### src/shared/eeprom_host_cfg.svh
// constants for the parallel eeprom host controller
`ifndef EEPROM_HOST_CFG_SVH
`define EEPROM_HOST_CFG_SVH

// ==========================================================
// clock
`define CLK_NS           5
// ==========================================================
// pin timing in ns, as printed
`define T_WP_NS          100
`define T_WPH_NS         50
`define T_ACC_NS         200
`define T_FLOAT_NS       55
`define T_BLC_NS         150000
`define T_WC_NS          10000000
// ==========================================================
// derived cycle counts: least times and device delays round up (access gets two more), longest windows round down
`define WP_CYC           ((`T_WP_NS + `CLK_NS - 1) / `CLK_NS)
`define WPH_CYC          ((`T_WPH_NS + `CLK_NS - 1) / `CLK_NS)
`define ACC_CYC          ((`T_ACC_NS + `CLK_NS - 1) / `CLK_NS + 2)
`define FLOAT_CYC        ((`T_FLOAT_NS + `CLK_NS - 1) / `CLK_NS)
`define BLC_CYC          (`T_BLC_NS / `CLK_NS)
`define WC_CYC           (`T_WC_NS / `CLK_NS)
// ==========================================================
// geometry
`define ADDR_W           19
`define PAGE_LSB         8
`define PAGE_BYTES       256
`define CMD_ADDR_W       15
`define POLL_BIT         7
// ==========================================================
// write-lock command bytes
`define CMD_ADDR_A       15'h5555
`define CMD_ADDR_B       15'h2AAA
`define CMD_D_FIRST      8'hAA
`define CMD_D_SECOND     8'h55
`define CMD_D_LOCK       8'hA0
`define CMD_D_OPEN       8'h80
`define CMD_D_FINAL      8'h20
`define LOCK_LAST_IDX    3'h2
`define UNLOCK_LAST_IDX  3'h5

`endif

### src/shared/eeprom_host_pkg.sv
// types for the parallel eeprom host controller
`default_nettype none
package eeprom_host_pkg;

	typedef enum logic [1:0] {
		OP_READ       = 2'b00,
		OP_WRITE      = 2'b01,
		OP_LOCK_WRITE = 2'b10,
		OP_UNLOCK     = 2'b11
	} host_op_e;

	typedef enum logic [1:0] {
		PFX_NONE   = 2'b00,
		PFX_LOCK   = 2'b01,
		PFX_UNLOCK = 2'b10
	} prefix_e;

	typedef enum logic [2:0] {
		ST_IDLE   = 3'b000,
		ST_OPEN   = 3'b001,
		ST_WR_LO  = 3'b010,
		ST_WR_HI  = 3'b011,
		ST_RD_LO  = 3'b100,
		ST_RD_HI  = 3'b101,
		ST_SETTLE = 3'b110
	} host_state_e;

endpackage : eeprom_host_pkg
`default_nettype wire

### src/hw/eeprom_host.sv
// host controller driving a byte-wide parallel eeprom through its pins
// ==========================================================
// Functional notes
// RQ1: next page byte within byte-load window
// RQ2: page number lines constant during page load
// RQ3: output gate high while writing
// RQ4: one to 256 bytes per page load
// RQ5: lock prefix uses the command address sequence
// RQ6: page number constant after lock prefix
// RQ7: unlock ends with final byte, final address
// RQ8: data released within output float delay
// RQ9: read with select and gate low, strobe high
// RQ10: writes inhibited unless strobe, select low, gate high
// RQ11: window overrun starts device programming
// RQ12: poll bit reads complemented until programming ends
// RQ13: device ignores loads while programming
// RQ14: no new write before poll match or cycle time
`timescale 1ns/1ps
`default_nettype none
`include "eeprom_host_cfg.svh"

module eeprom_host #(
	parameter int BLC_CYC = `BLC_CYC,
	parameter int WC_CYC  = `WC_CYC,
	parameter int TMR_W   = 21
) (
	// clock and reset
	input  wire logic                      mclk,
	input  wire logic                      reset_n,
	// command port
	input  wire logic                      cmd_valid,
	output var  logic                      cmd_ready,
	input  wire eeprom_host_pkg::host_op_e cmd_op,
	input  wire logic [`ADDR_W-1:0]        cmd_addr,
	input  wire logic [7:0]                cmd_data,
	input  wire logic                      cmd_last,
	// answer port
	output var  logic                      rsp_valid,
	output var  logic [7:0]                rsp_data,
	output var  logic                      busy,
	// device pins
	output var  logic                      ce_n,
	output var  logic                      oe_n,
	output var  logic                      we_n,
	output var  logic [`ADDR_W-1:0]        addr,
	output var  logic [7:0]                data_out,
	output var  logic                      data_oe,
	input  wire logic [7:0]                data_in
);
	import eeprom_host_pkg::*;

	if (BLC_CYC < `WP_CYC + `WPH_CYC + 2 || WC_CYC < 2 || WC_CYC >= 2 ** TMR_W || BLC_CYC >= 2 ** TMR_W)
	begin : g_bad_param
		$error("eeprom_host: timer parameters out of range");
	end

	// ==========================================================
	// reset release and pin synchroniser
	logic       rst_s1_q, rst_n;
	logic [7:0] din_s1_q, din_s2_q;

	always_ff @(posedge mclk or negedge reset_n)
	begin
		if (!reset_n)
		begin
			rst_s1_q <= 1'b0;
			rst_n    <= 1'b0;
		end
		else
		begin
			rst_s1_q <= 1'b1;
			rst_n    <= rst_s1_q;
		end
	end

	always_ff @(posedge mclk or negedge rst_n)
	begin
		if (!rst_n)
		begin
			din_s1_q <= 8'h00;
			din_s2_q <= 8'h00;
		end
		else
		begin
			din_s1_q <= data_in;
			din_s2_q <= din_s1_q;
		end
	end

	// ==========================================================
	// command byte tables
	function automatic logic [`CMD_ADDR_W-1:0] seq_addr(input logic [2:0] idx);
		seq_addr = (idx == 3'h1 || idx == 3'h4) ? `CMD_ADDR_B : `CMD_ADDR_A;
	endfunction : seq_addr

	function automatic logic [7:0] seq_data(input prefix_e p, input logic [2:0] idx);
		unique case (idx)
			3'h0, 3'h3: seq_data = `CMD_D_FIRST;
			3'h1, 3'h4: seq_data = `CMD_D_SECOND;
			3'h2:       seq_data = (p == PFX_LOCK) ? `CMD_D_LOCK : `CMD_D_OPEN;
			default:    seq_data = `CMD_D_FINAL;
		endcase
	endfunction : seq_data

	// ==========================================================
	// sequencer state
	host_state_e                 state_q, state_d;
	prefix_e                     pfx_q, pfx_d;
	logic [2:0]                  seq_q, seq_d;
	logic [7:0]                  cnt_q, cnt_d;
	logic [`ADDR_W-1:0]          tgt_addr_q, tgt_addr_d;
	logic [7:0]                  tgt_data_q, tgt_data_d;
	logic [`ADDR_W-`PAGE_LSB-1:0] page_q, page_d;
	logic                        open_q, open_d;
	logic                        last_q, last_d;
	logic                        poll_q, poll_d;
	logic [8:0]                  nbytes_q, nbytes_d;
	logic                        ce_q, ce_d, oe_q, oe_d, we_q, we_d, doe_q, doe_d;
	logic [`ADDR_W-1:0]          addr_q, addr_d;
	logic [7:0]                  dout_q, dout_d;
	logic                        rspv_q, rspv_d;
	logic [7:0]                  rspd_q, rspd_d;
	logic                        tmr_start, tmr_long, tmr_done, byte_go, same_page;
	logic [TMR_W-1:0]            tmr_limit;

	eeprom_timer #(.W(TMR_W)) u_timer (
		.mclk  (mclk),
		.rst_n (rst_n),
		.start (tmr_start),
		.limit (tmr_limit),
		.done  (tmr_done)
	);

	// the window runs from each data strobe fall; polling timeout reuses it
	assign tmr_limit = tmr_long ? TMR_W'(WC_CYC) : TMR_W'(BLC_CYC);
	assign tmr_start = byte_go | tmr_long;
	assign same_page = cmd_addr[`ADDR_W-1:`PAGE_LSB] == page_q;
	assign cmd_ready = (state_q == ST_IDLE) ||
		(state_q == ST_OPEN && !tmr_done && cmd_op == OP_WRITE && same_page); // [RQ2] [RQ6]

	always_comb
	begin
		state_d = state_q;   pfx_d = pfx_q;   seq_d = seq_q;   cnt_d = cnt_q;
		tgt_addr_d = tgt_addr_q;   tgt_data_d = tgt_data_q;   page_d = page_q;
		open_d = open_q;   last_d = last_q;   poll_d = poll_q;   nbytes_d = nbytes_q;
		ce_d = ce_q;   oe_d = oe_q;   we_d = we_q;   doe_d = doe_q;
		addr_d = addr_q;   dout_d = dout_q;   rspv_d = 1'b0;   rspd_d = rspd_q;
		byte_go = 1'b0;   tmr_long = 1'b0;
		unique case (state_q)
			ST_IDLE, ST_OPEN:
			begin
				if (cmd_valid && cmd_ready)
				begin
					tgt_addr_d = cmd_addr;
					tgt_data_d = cmd_data;
					last_d     = cmd_last;
					seq_d      = 3'h0;
					state_d    = (cmd_op == OP_READ) ? ST_RD_LO : ST_WR_LO;
					poll_d     = 1'b0;
					pfx_d      = (cmd_op == OP_LOCK_WRITE) ? PFX_LOCK :
						(cmd_op == OP_UNLOCK) ? PFX_UNLOCK : PFX_NONE; // [RQ5]
					if (cmd_op != OP_READ && cmd_op != OP_UNLOCK && state_q == ST_IDLE)
					begin
						open_d   = 1'b1;
						page_d   = cmd_addr[`ADDR_W-1:`PAGE_LSB];
						nbytes_d = 9'h000;
					end
				end
				else if (state_q == ST_OPEN && (tmr_done || cmd_valid))
				begin
					// window lapsed or a foreign command: the page is closing, poll it
					state_d  = ST_RD_LO; // [RQ11]
					poll_d   = 1'b1;
					tmr_long = 1'b1;
				end
			end
			ST_WR_LO:
			begin
				if (cnt_q == 8'h00)
				begin
					we_d    = 1'b1;
					ce_d    = 1'b1;
					cnt_d   = 8'(`WPH_CYC - 1);
					state_d = ST_WR_HI;
				end
				else
					cnt_d = cnt_q - 8'h01;
			end
			ST_WR_HI:
			begin
				if (cnt_q != 8'h00)
					cnt_d = cnt_q - 8'h01;
				else if (pfx_q == PFX_NONE)
				begin
					nbytes_d = nbytes_q + 9'h001;
					doe_d    = 1'b0;
					if (last_q || nbytes_q + 9'h001 == 9'(`PAGE_BYTES))
					begin
						state_d  = ST_RD_LO; // [RQ4]
						poll_d   = 1'b1;
						tmr_long = 1'b1;
					end
					else
						state_d = ST_OPEN;
				end
				else if (pfx_q == PFX_UNLOCK && seq_q == `UNLOCK_LAST_IDX)
				begin
					doe_d    = 1'b0;
					pfx_d    = PFX_NONE;
					state_d  = ST_SETTLE; // [RQ7] [RQ14]
					tmr_long = 1'b1;
				end
				else
				begin
					if (pfx_q == PFX_LOCK && seq_q == `LOCK_LAST_IDX)
						pfx_d = PFX_NONE;
					seq_d   = seq_q + 3'h1;
					state_d = ST_WR_LO;
				end
			end
			ST_RD_LO:
			begin
				if (cnt_q == 8'h00)
				begin
					rspd_d  = din_s2_q;
					ce_d    = 1'b1;
					oe_d    = 1'b1;
					cnt_d   = 8'(`FLOAT_CYC - 1);
					state_d = ST_RD_HI;
				end
				else
					cnt_d = cnt_q - 8'h01;
			end
			ST_RD_HI:
			begin
				if (cnt_q != 8'h00)
					cnt_d = cnt_q - 8'h01;
				else if (!poll_q)
				begin
					rspv_d  = 1'b1;
					state_d = open_q ? ST_OPEN : ST_IDLE;
				end
				else if (rspd_q[`POLL_BIT] == tgt_data_q[`POLL_BIT] || tmr_done)
				begin
					open_d  = 1'b0; // [RQ12] [RQ14]
					state_d = ST_IDLE;
				end
				else
					state_d = ST_RD_LO;
			end
			ST_SETTLE:
			begin
				if (tmr_done)
				begin
					open_d  = 1'b0;
					state_d = ST_IDLE;
				end
			end
			default:
				state_d = ST_IDLE;
		endcase
		// pin values on entry to a strobe phase
		if (state_d == ST_WR_LO && state_q != ST_WR_LO)
		begin
			byte_go = pfx_d == PFX_NONE; // [RQ1]
			ce_d    = 1'b0;
			we_d    = 1'b0;
			oe_d    = 1'b1; // [RQ3]
			doe_d   = 1'b1;
			cnt_d   = 8'(`WP_CYC - 1);
			addr_d  = (pfx_d == PFX_NONE) ? tgt_addr_d :
				{tgt_addr_d[`ADDR_W-1:`CMD_ADDR_W], seq_addr(seq_d)}; // [RQ5]
			dout_d  = (pfx_d == PFX_NONE) ? tgt_data_d : seq_data(pfx_d, seq_d);
		end
		if (state_d == ST_RD_LO && state_q != ST_RD_LO)
		begin
			doe_d  = 1'b0;
			ce_d   = 1'b0;
			oe_d   = 1'b0;
			we_d   = 1'b1; // [RQ9]
			addr_d = tgt_addr_d;
			cnt_d  = 8'(`ACC_CYC - 1);
		end
	end

	always_ff @(posedge mclk or negedge rst_n)
	begin
		if (!rst_n)
		begin
			state_q <= ST_IDLE;   pfx_q <= PFX_NONE;   seq_q <= 3'h0;   cnt_q <= 8'h00;
			tgt_addr_q <= '0;   tgt_data_q <= 8'h00;   page_q <= '0;   open_q <= 1'b0;
			last_q <= 1'b0;   poll_q <= 1'b0;   nbytes_q <= 9'h000;
			ce_q <= 1'b1;   oe_q <= 1'b1;   we_q <= 1'b1;   doe_q <= 1'b0;
			addr_q <= '0;   dout_q <= 8'h00;   rspv_q <= 1'b0;   rspd_q <= 8'h00;
		end
		else
		begin
			state_q <= state_d;   pfx_q <= pfx_d;   seq_q <= seq_d;   cnt_q <= cnt_d;
			tgt_addr_q <= tgt_addr_d;   tgt_data_q <= tgt_data_d;   page_q <= page_d;
			open_q <= open_d;   last_q <= last_d;   poll_q <= poll_d;   nbytes_q <= nbytes_d;
			ce_q <= ce_d;   oe_q <= oe_d;   we_q <= we_d;   doe_q <= doe_d;
			addr_q <= addr_d;   dout_q <= dout_d;   rspv_q <= rspv_d;   rspd_q <= rspd_d;
		end
	end

	assign ce_n      = ce_q;
	assign oe_n      = oe_q;
	assign we_n      = we_q;
	assign data_oe   = doe_q;
	assign addr      = addr_q;
	assign data_out  = dout_q;
	assign rsp_valid = rspv_q;
	assign rsp_data  = rspd_q;
	assign busy      = state_q != ST_IDLE;

	// ==========================================================
	// checks: helper counters
	logic [TMR_W-1:0] gap_q;
	logic [7:0]       flt_q;

	always_ff @(posedge mclk or negedge rst_n)
	begin
		if (!rst_n)
		begin
			gap_q <= '0;
			flt_q <= 8'hFF;
		end
		else
		begin
			gap_q <= byte_go ? '0 : ((&gap_q) ? gap_q : gap_q + TMR_W'(1));
			flt_q <= !oe_q ? 8'h00 : ((&flt_q) ? flt_q : flt_q + 8'h01);
		end
	end

	chk_window_gap: assert property (@(posedge mclk) disable iff (!rst_n) // [RQ1]
		byte_go && state_q == ST_OPEN |-> gap_q < TMR_W'(BLC_CYC))
		else $error("page byte started after the byte-load window");
	chk_page_stable: assert property (@(posedge mclk) disable iff (!rst_n) // [RQ2]
		$fell(we_q) && pfx_q == PFX_NONE |-> addr_q[`ADDR_W-1:`PAGE_LSB] == page_q)
		else $error("page number lines changed within a page load");
	chk_gate_high: assert property (@(posedge mclk) disable iff (!rst_n) // [RQ3]
		!we_q && !ce_q |-> oe_q && doe_q)
		else $error("output gate low during a write strobe");
	chk_page_count: assert property (@(posedge mclk) disable iff (!rst_n) // [RQ4]
		open_q |-> nbytes_q <= 9'(`PAGE_BYTES))
		else $error("more than a page of bytes loaded");
	chk_lock_addr: assert property (@(posedge mclk) disable iff (!rst_n) // [RQ5]
		$fell(we_q) && pfx_q != PFX_NONE |-> addr_q[`CMD_ADDR_W-1:0] == seq_addr(seq_q))
		else $error("command byte at the wrong address");
	chk_unlock_end: assert property (@(posedge mclk) disable iff (!rst_n) // [RQ7]
		state_q == ST_WR_HI && state_d == ST_SETTLE |->
		dout_q == `CMD_D_FINAL && addr_q[`CMD_ADDR_W-1:0] == `CMD_ADDR_A)
		else $error("unlock sequence did not end with the final byte");
	chk_float_gap: assert property (@(posedge mclk) disable iff (!rst_n) // [RQ8]
		$rose(doe_q) |-> flt_q >= 8'(`FLOAT_CYC))
		else $error("data driven before the device output floated");
	chk_busy_quiet: assert property (@(posedge mclk) disable iff (!rst_n) // [RQ14]
		(state_q == ST_SETTLE || (poll_q && state_q == ST_RD_HI)) |-> we_q [*2])
		else $error("write strobe during a programming period");

endmodule : eeprom_host

`default_nettype wire

### src/hw/eeprom_timer.sv
// down-counting interval timer with a sticky done level
`timescale 1ns/1ps
`default_nettype none

module eeprom_timer #(
	parameter int W = 21
) (
	// clock and reset
	input  wire logic         mclk,
	input  wire logic         rst_n,
	// control
	input  wire logic         start,
	input  wire logic [W-1:0] limit,
	// status
	output var  logic         done
);

	logic [W-1:0] cnt_q;
	logic [W-1:0] cnt_d;
	logic         done_q;
	logic         done_d;

	always_comb
	begin
		cnt_d  = cnt_q;
		done_d = done_q;
		if (start)
		begin
			cnt_d  = limit;
			done_d = 1'b0;
		end
		else if (!done_q)
		begin
			if (cnt_q <= W'(1))
				done_d = 1'b1;
			else
				cnt_d = cnt_q - W'(1);
		end
	end

	always_ff @(posedge mclk or negedge rst_n)
	begin
		if (!rst_n)
		begin
			cnt_q  <= '0;
			done_q <= 1'b1;
		end
		else
		begin
			cnt_q  <= cnt_d;
			done_q <= done_d;
		end
	end

	assign done = done_q;

endmodule : eeprom_timer

`default_nettype wire

### config.mk
export PLATFORM = sky130hd
export DESIGN_NAME = eeprom_host
export DESIGN_NICKNAME = d
export VERILOG_FILES = /design/src/shared/eeprom_host_pkg.sv /design/src/hw/eeprom_host.sv /design/src/hw/eeprom_timer.sv
export VERILOG_INCLUDE_DIRS = /design/src /design/src/shared
export SDC_FILE = /design/constraint.sdc
export NUM_CORES = 1
export LEC_CHECK = 0
export BUFFER_PORTS_ARGS = -buffer_cell sky130_fd_sc_hd__buf_2
export CAP_MARGIN = 20
export CORE_MARGIN = 2
export CORE_UTILIZATION = 55
export CTS_CLUSTER_DIAMETER = 150
export DETAILED_ROUTE_END_ITERATION = 10
export MAX_ROUTING_LAYER = met4
export PLACE_DENSITY = 0.81
export SLEW_MARGIN = 20
export SYNTH_ARGS = -nofsm -noshare
export SYNTH_HDL_FRONTEND = slang
export SYNTH_HIERARCHICAL = 1
export SYNTH_SLANG_ARGS = --single-unit
### constraint.sdc
create_clock -name mclk -period 7.2 [get_ports mclk]
set_clock_uncertainty 0.15 [all_clocks]
set_input_delay 0.36 -clock mclk [delete_from_list [all_inputs] [get_ports mclk]]
set_output_delay 0.36 -clock mclk [all_outputs]
set_load 0.1 [all_outputs]
==> flow_summary.yaml <==
global_route:
  grt_overflow: 0
  antenna_found_initial: 0
  busiest_layer: "met2"
  grt_use_met2: 0.399
  grt_max_degree: 75
  grt_pass1_wl_mm: 29.3
  grt_usage: 0.264
  grt_use_met1: 0.362
  first_global_vias: 5948
  grtUsageMet3: 0.0490
logic_synthesis:
  synth_area_leaders: "dfrtp_1 48%, nand2_1 5.5%, mux2_2 4.1%"
  avgSynthCellArea_um2: 9.87
  synthesis.instances: 748
  synthFlopType: "dfrtp_1"
  synth_top_cell_area_share: 0.481
  ys_warn_count: 6
  synth_edf_count: 0
  synth_area_um2: 7380
  synth_cell_types: 80
  yosys.area.top_type: "dfrtp_1"
  ys_ff_latch: 146
  ys_seq_area_frac: 0.496
  synthArstFlopShare: 1.00
sta:
  rsz0062_at_grt: "no"
  setup_ws_ns: 3.35
  drv_slew: 0
  period_share: 0.535
  fin_crit_ns: 3.85
  tightestPinTransition_ns: 0.924
  fmax_mhz: 260
  slew_headroom: 0.384
  setup_viol: 0
  final_hold_viol_count: 0
  setup-tns-final_ns: 0
critical_path:
  cp_data_arrival_time_ns: 3.99
  timing.rr.start: "cnt_q[0]"
  crit_path_top_delay_cell: "o21ai_2"
  crit_required_ns: 7.34
  crit_path_end: "u_timer/cnt_q[5]"
  r2r_cells: 12
  reg2reg_to: "u_timer/cnt_q[5]"
  crit_path_end_kind: "flop"
  crit_top_cell: "nand3_1"
  crit_chain: "inv_1 > ha_1 > nor4b_2 > buf_4 > nand3_1 > a32o_1 > a31oi_1 > o211ai_2 > o21ai_2 > inv_2 > o311ai_0 > nand3_1"
  cpPeakStageDelay_ns: 0.64
  reg2reg_slack_ns: 3.35
  critPathBufInv: 3
  cp_top_family: "compound AO/OA/AOI/OAI gates"
  critPathLaunch: "cnt_q[0]"
  crit_cells: 12
  crit_type: "flop to flop"
  crit_fanout: 28
  cp-start-kind: "flop"
cells_and_area:
  diodes: 0
  mostFrequentLayoutCells: "141 x dfrtp_1, 108 x nand2_1, 82 x buf_2, 68 x nor2_1, 27 x mux2_2"
  stdcell_area_um2: 8660
  area_growth_syn_to_layout_pct: 17.3
  layout_commonest_cell: "dfrtp_1"
  fill_cells: 1042
  drive_gt1_frac: 0.202
  final_nets: 896
  finish.utilization: 0.657
die:
  initial_utilization: 0.560
  rows: 42
  dieArea_um2: 14400
  die_y_um: 120
  die_x_um: 120
  io_pins: 83
  core-area_um2: 13200
power_and_ir_drop:
  power.total_mw: 3.82
  ir_worst_vdd_mv: 0.461
  power_leakage_nw: 4.00
  cellPowerDensity_nw_per_um2: 441
clock_tree:
  cts-root-buf: "clkbuf_16"
  clk_latency_ns: 0.42
  clock_sinks: 146
  htreeDepth: 4
  clockBufferDepth: 2
  cts_tree: "done"
  cts_resized: 0
  clk_pin_slew_worst_paths_ns: 0.06
  numCtsBuffers: 17
drt:
  dr.pass1.iters: 7
  routed_wl_mm: 17.4
  ant_nets: 0
  vias: 6183
  route.detailed.drc: 0
  drtIter0Drc: 505
  via_per_inst: 6.00
  wl_per_cell_um: 16.9
placement:
  pre_cts_ws_ns: 3.03
  globalplace.congestion: 0.961
  place.port_buffers: 82
  placed_area_um2: 7930
  place.detailed.hpwl_mm: 11.6
worst_hold_path:
  hold_path_class: "primary input to flop"
flow_run:
  cap_violations: 0
outcome:
  status: "finished clean"
[flip-flops by register name, indices dropped and copies added (netlist names), 8 cells and up]
signal and count:
tgt_data_q 8, tgt_addr_q 19, u_timer/cnt_q 21, addr 19, cnt_q 8, rsp_data 8, page_q 11, din_s2_q 8
din_s1_q 8, data_out 8, nbytes_q 9
[worst register-to-register path: cells and delay by family (launching register included)]
kind | cells | cell delay (ns)
fa+ha+maj | 1 | 0.21
flops | 1 | 0.39
simple gates | 3 | 0.49
buf+inv | 3 | 0.70
compound gates | 5 | 1.78
[synthesized netlist by cell type (4+ instances only)]
master,instances
dfrtp_1,142
nand2_1,108
nor2_1,68
mux2_2,27
o21ai_0,27
clkbuf_1,22
inv_1,21
a21oi_1,20
a31oi_1,19
nand2b_1,16
o31ai_1,16
or4_1,16
nand3_1,14
nor4_1,13
xor2_1,13
ha_1,12
a21o_1,11
or3_1,11
nor3_1,10
a22o_1,9
a22oi_1,9
buf_2,9
a221o_1,8
nor2b_1,8
and3_1,7
o21ai_1,6
xnor2_1,6
and2_1,5
nand4_1,5
a21boi_0,4
a32o_1,4
and4_1,4
dfstp_2,4
o211ai_1,4
[through the flow]
step | instances | hold WS [ns]
6_report | 1031 | 0.0128
3_5_place_dp | 985 | -0.00275
3_3_place_gp | 985 | -0.00477
5_1_grt | 1031 | 0.0183
4_1_cts | 1031 | 0.00396
2_1_floorplan | 756 | -0.0856
[how the worst min path moves through the flow]
stage / start / end / slack, ns / depth (start not counted)
2_1_floorplan: reset_n / rst_n / -0.09 / 0
3_5_place_dp: reset_n / rst_n / -0.003 / 1
3_3_place_gp: reset_n / rst_s1_q / -0.005 / 1
5_1_grt: cmd_addr[0] / tgt_addr_q[0] / 0.02 / 3
4_1_cts: cmd_addr[5] / tgt_addr_q[5] / 0.004 / 3
6_report: cmd_addr[5] / tgt_addr_q[5] / 0.01 / 3
[cells by family after synthesis]
group	synth area share
adders and majority gates	0.0203
buffers and inverters	0.0320
AOI/OAI and AO/OA	0.177
xor gates and xnor gates	0.0225
other	0.00102
and+or+nand+nor	0.209
muxes	0.0425
DFF	0.496
[area by class of cell]
cell class	count	area [um^2]	area share
clock buffer	20	457	0.0527
clock inverter	11	104	0.0120
inverter	22	82.6	0.00953
multi-input combinational	554	3540	0.408
sequential	146	3660	0.423
tap	176	220	0.0254
timing repair buffer	102	598	0.0691
[layer usage]
| metal | vias up | wire [um] |
|---|---|---|
| li1 | 2906 | - |
| met1 | 2982 | 7690 |
| met2 | 262 | 8110 |
| met3 | 33 | 1220 |
| met4 | 0 | 357 |
| met5 | - | 0 |
[report_power, final]
part / switching, mW / leakage [nW] / internal [mW] / total, mW
combinational: 1.10 / 1.96 / 0.465 / 1.56
clock: 0.343 / 0.273 / 0.494 / 0.837
sequential: 0.276 / 1.77 / 1.14 / 1.42
[repair_timing]
action,4_1_cts,5_1_grt
hold buffers,15,0
buffers inserted,0,0
hold endpoints to repair,16,0
Note: power is estimated with default switching activity, not from simulation.
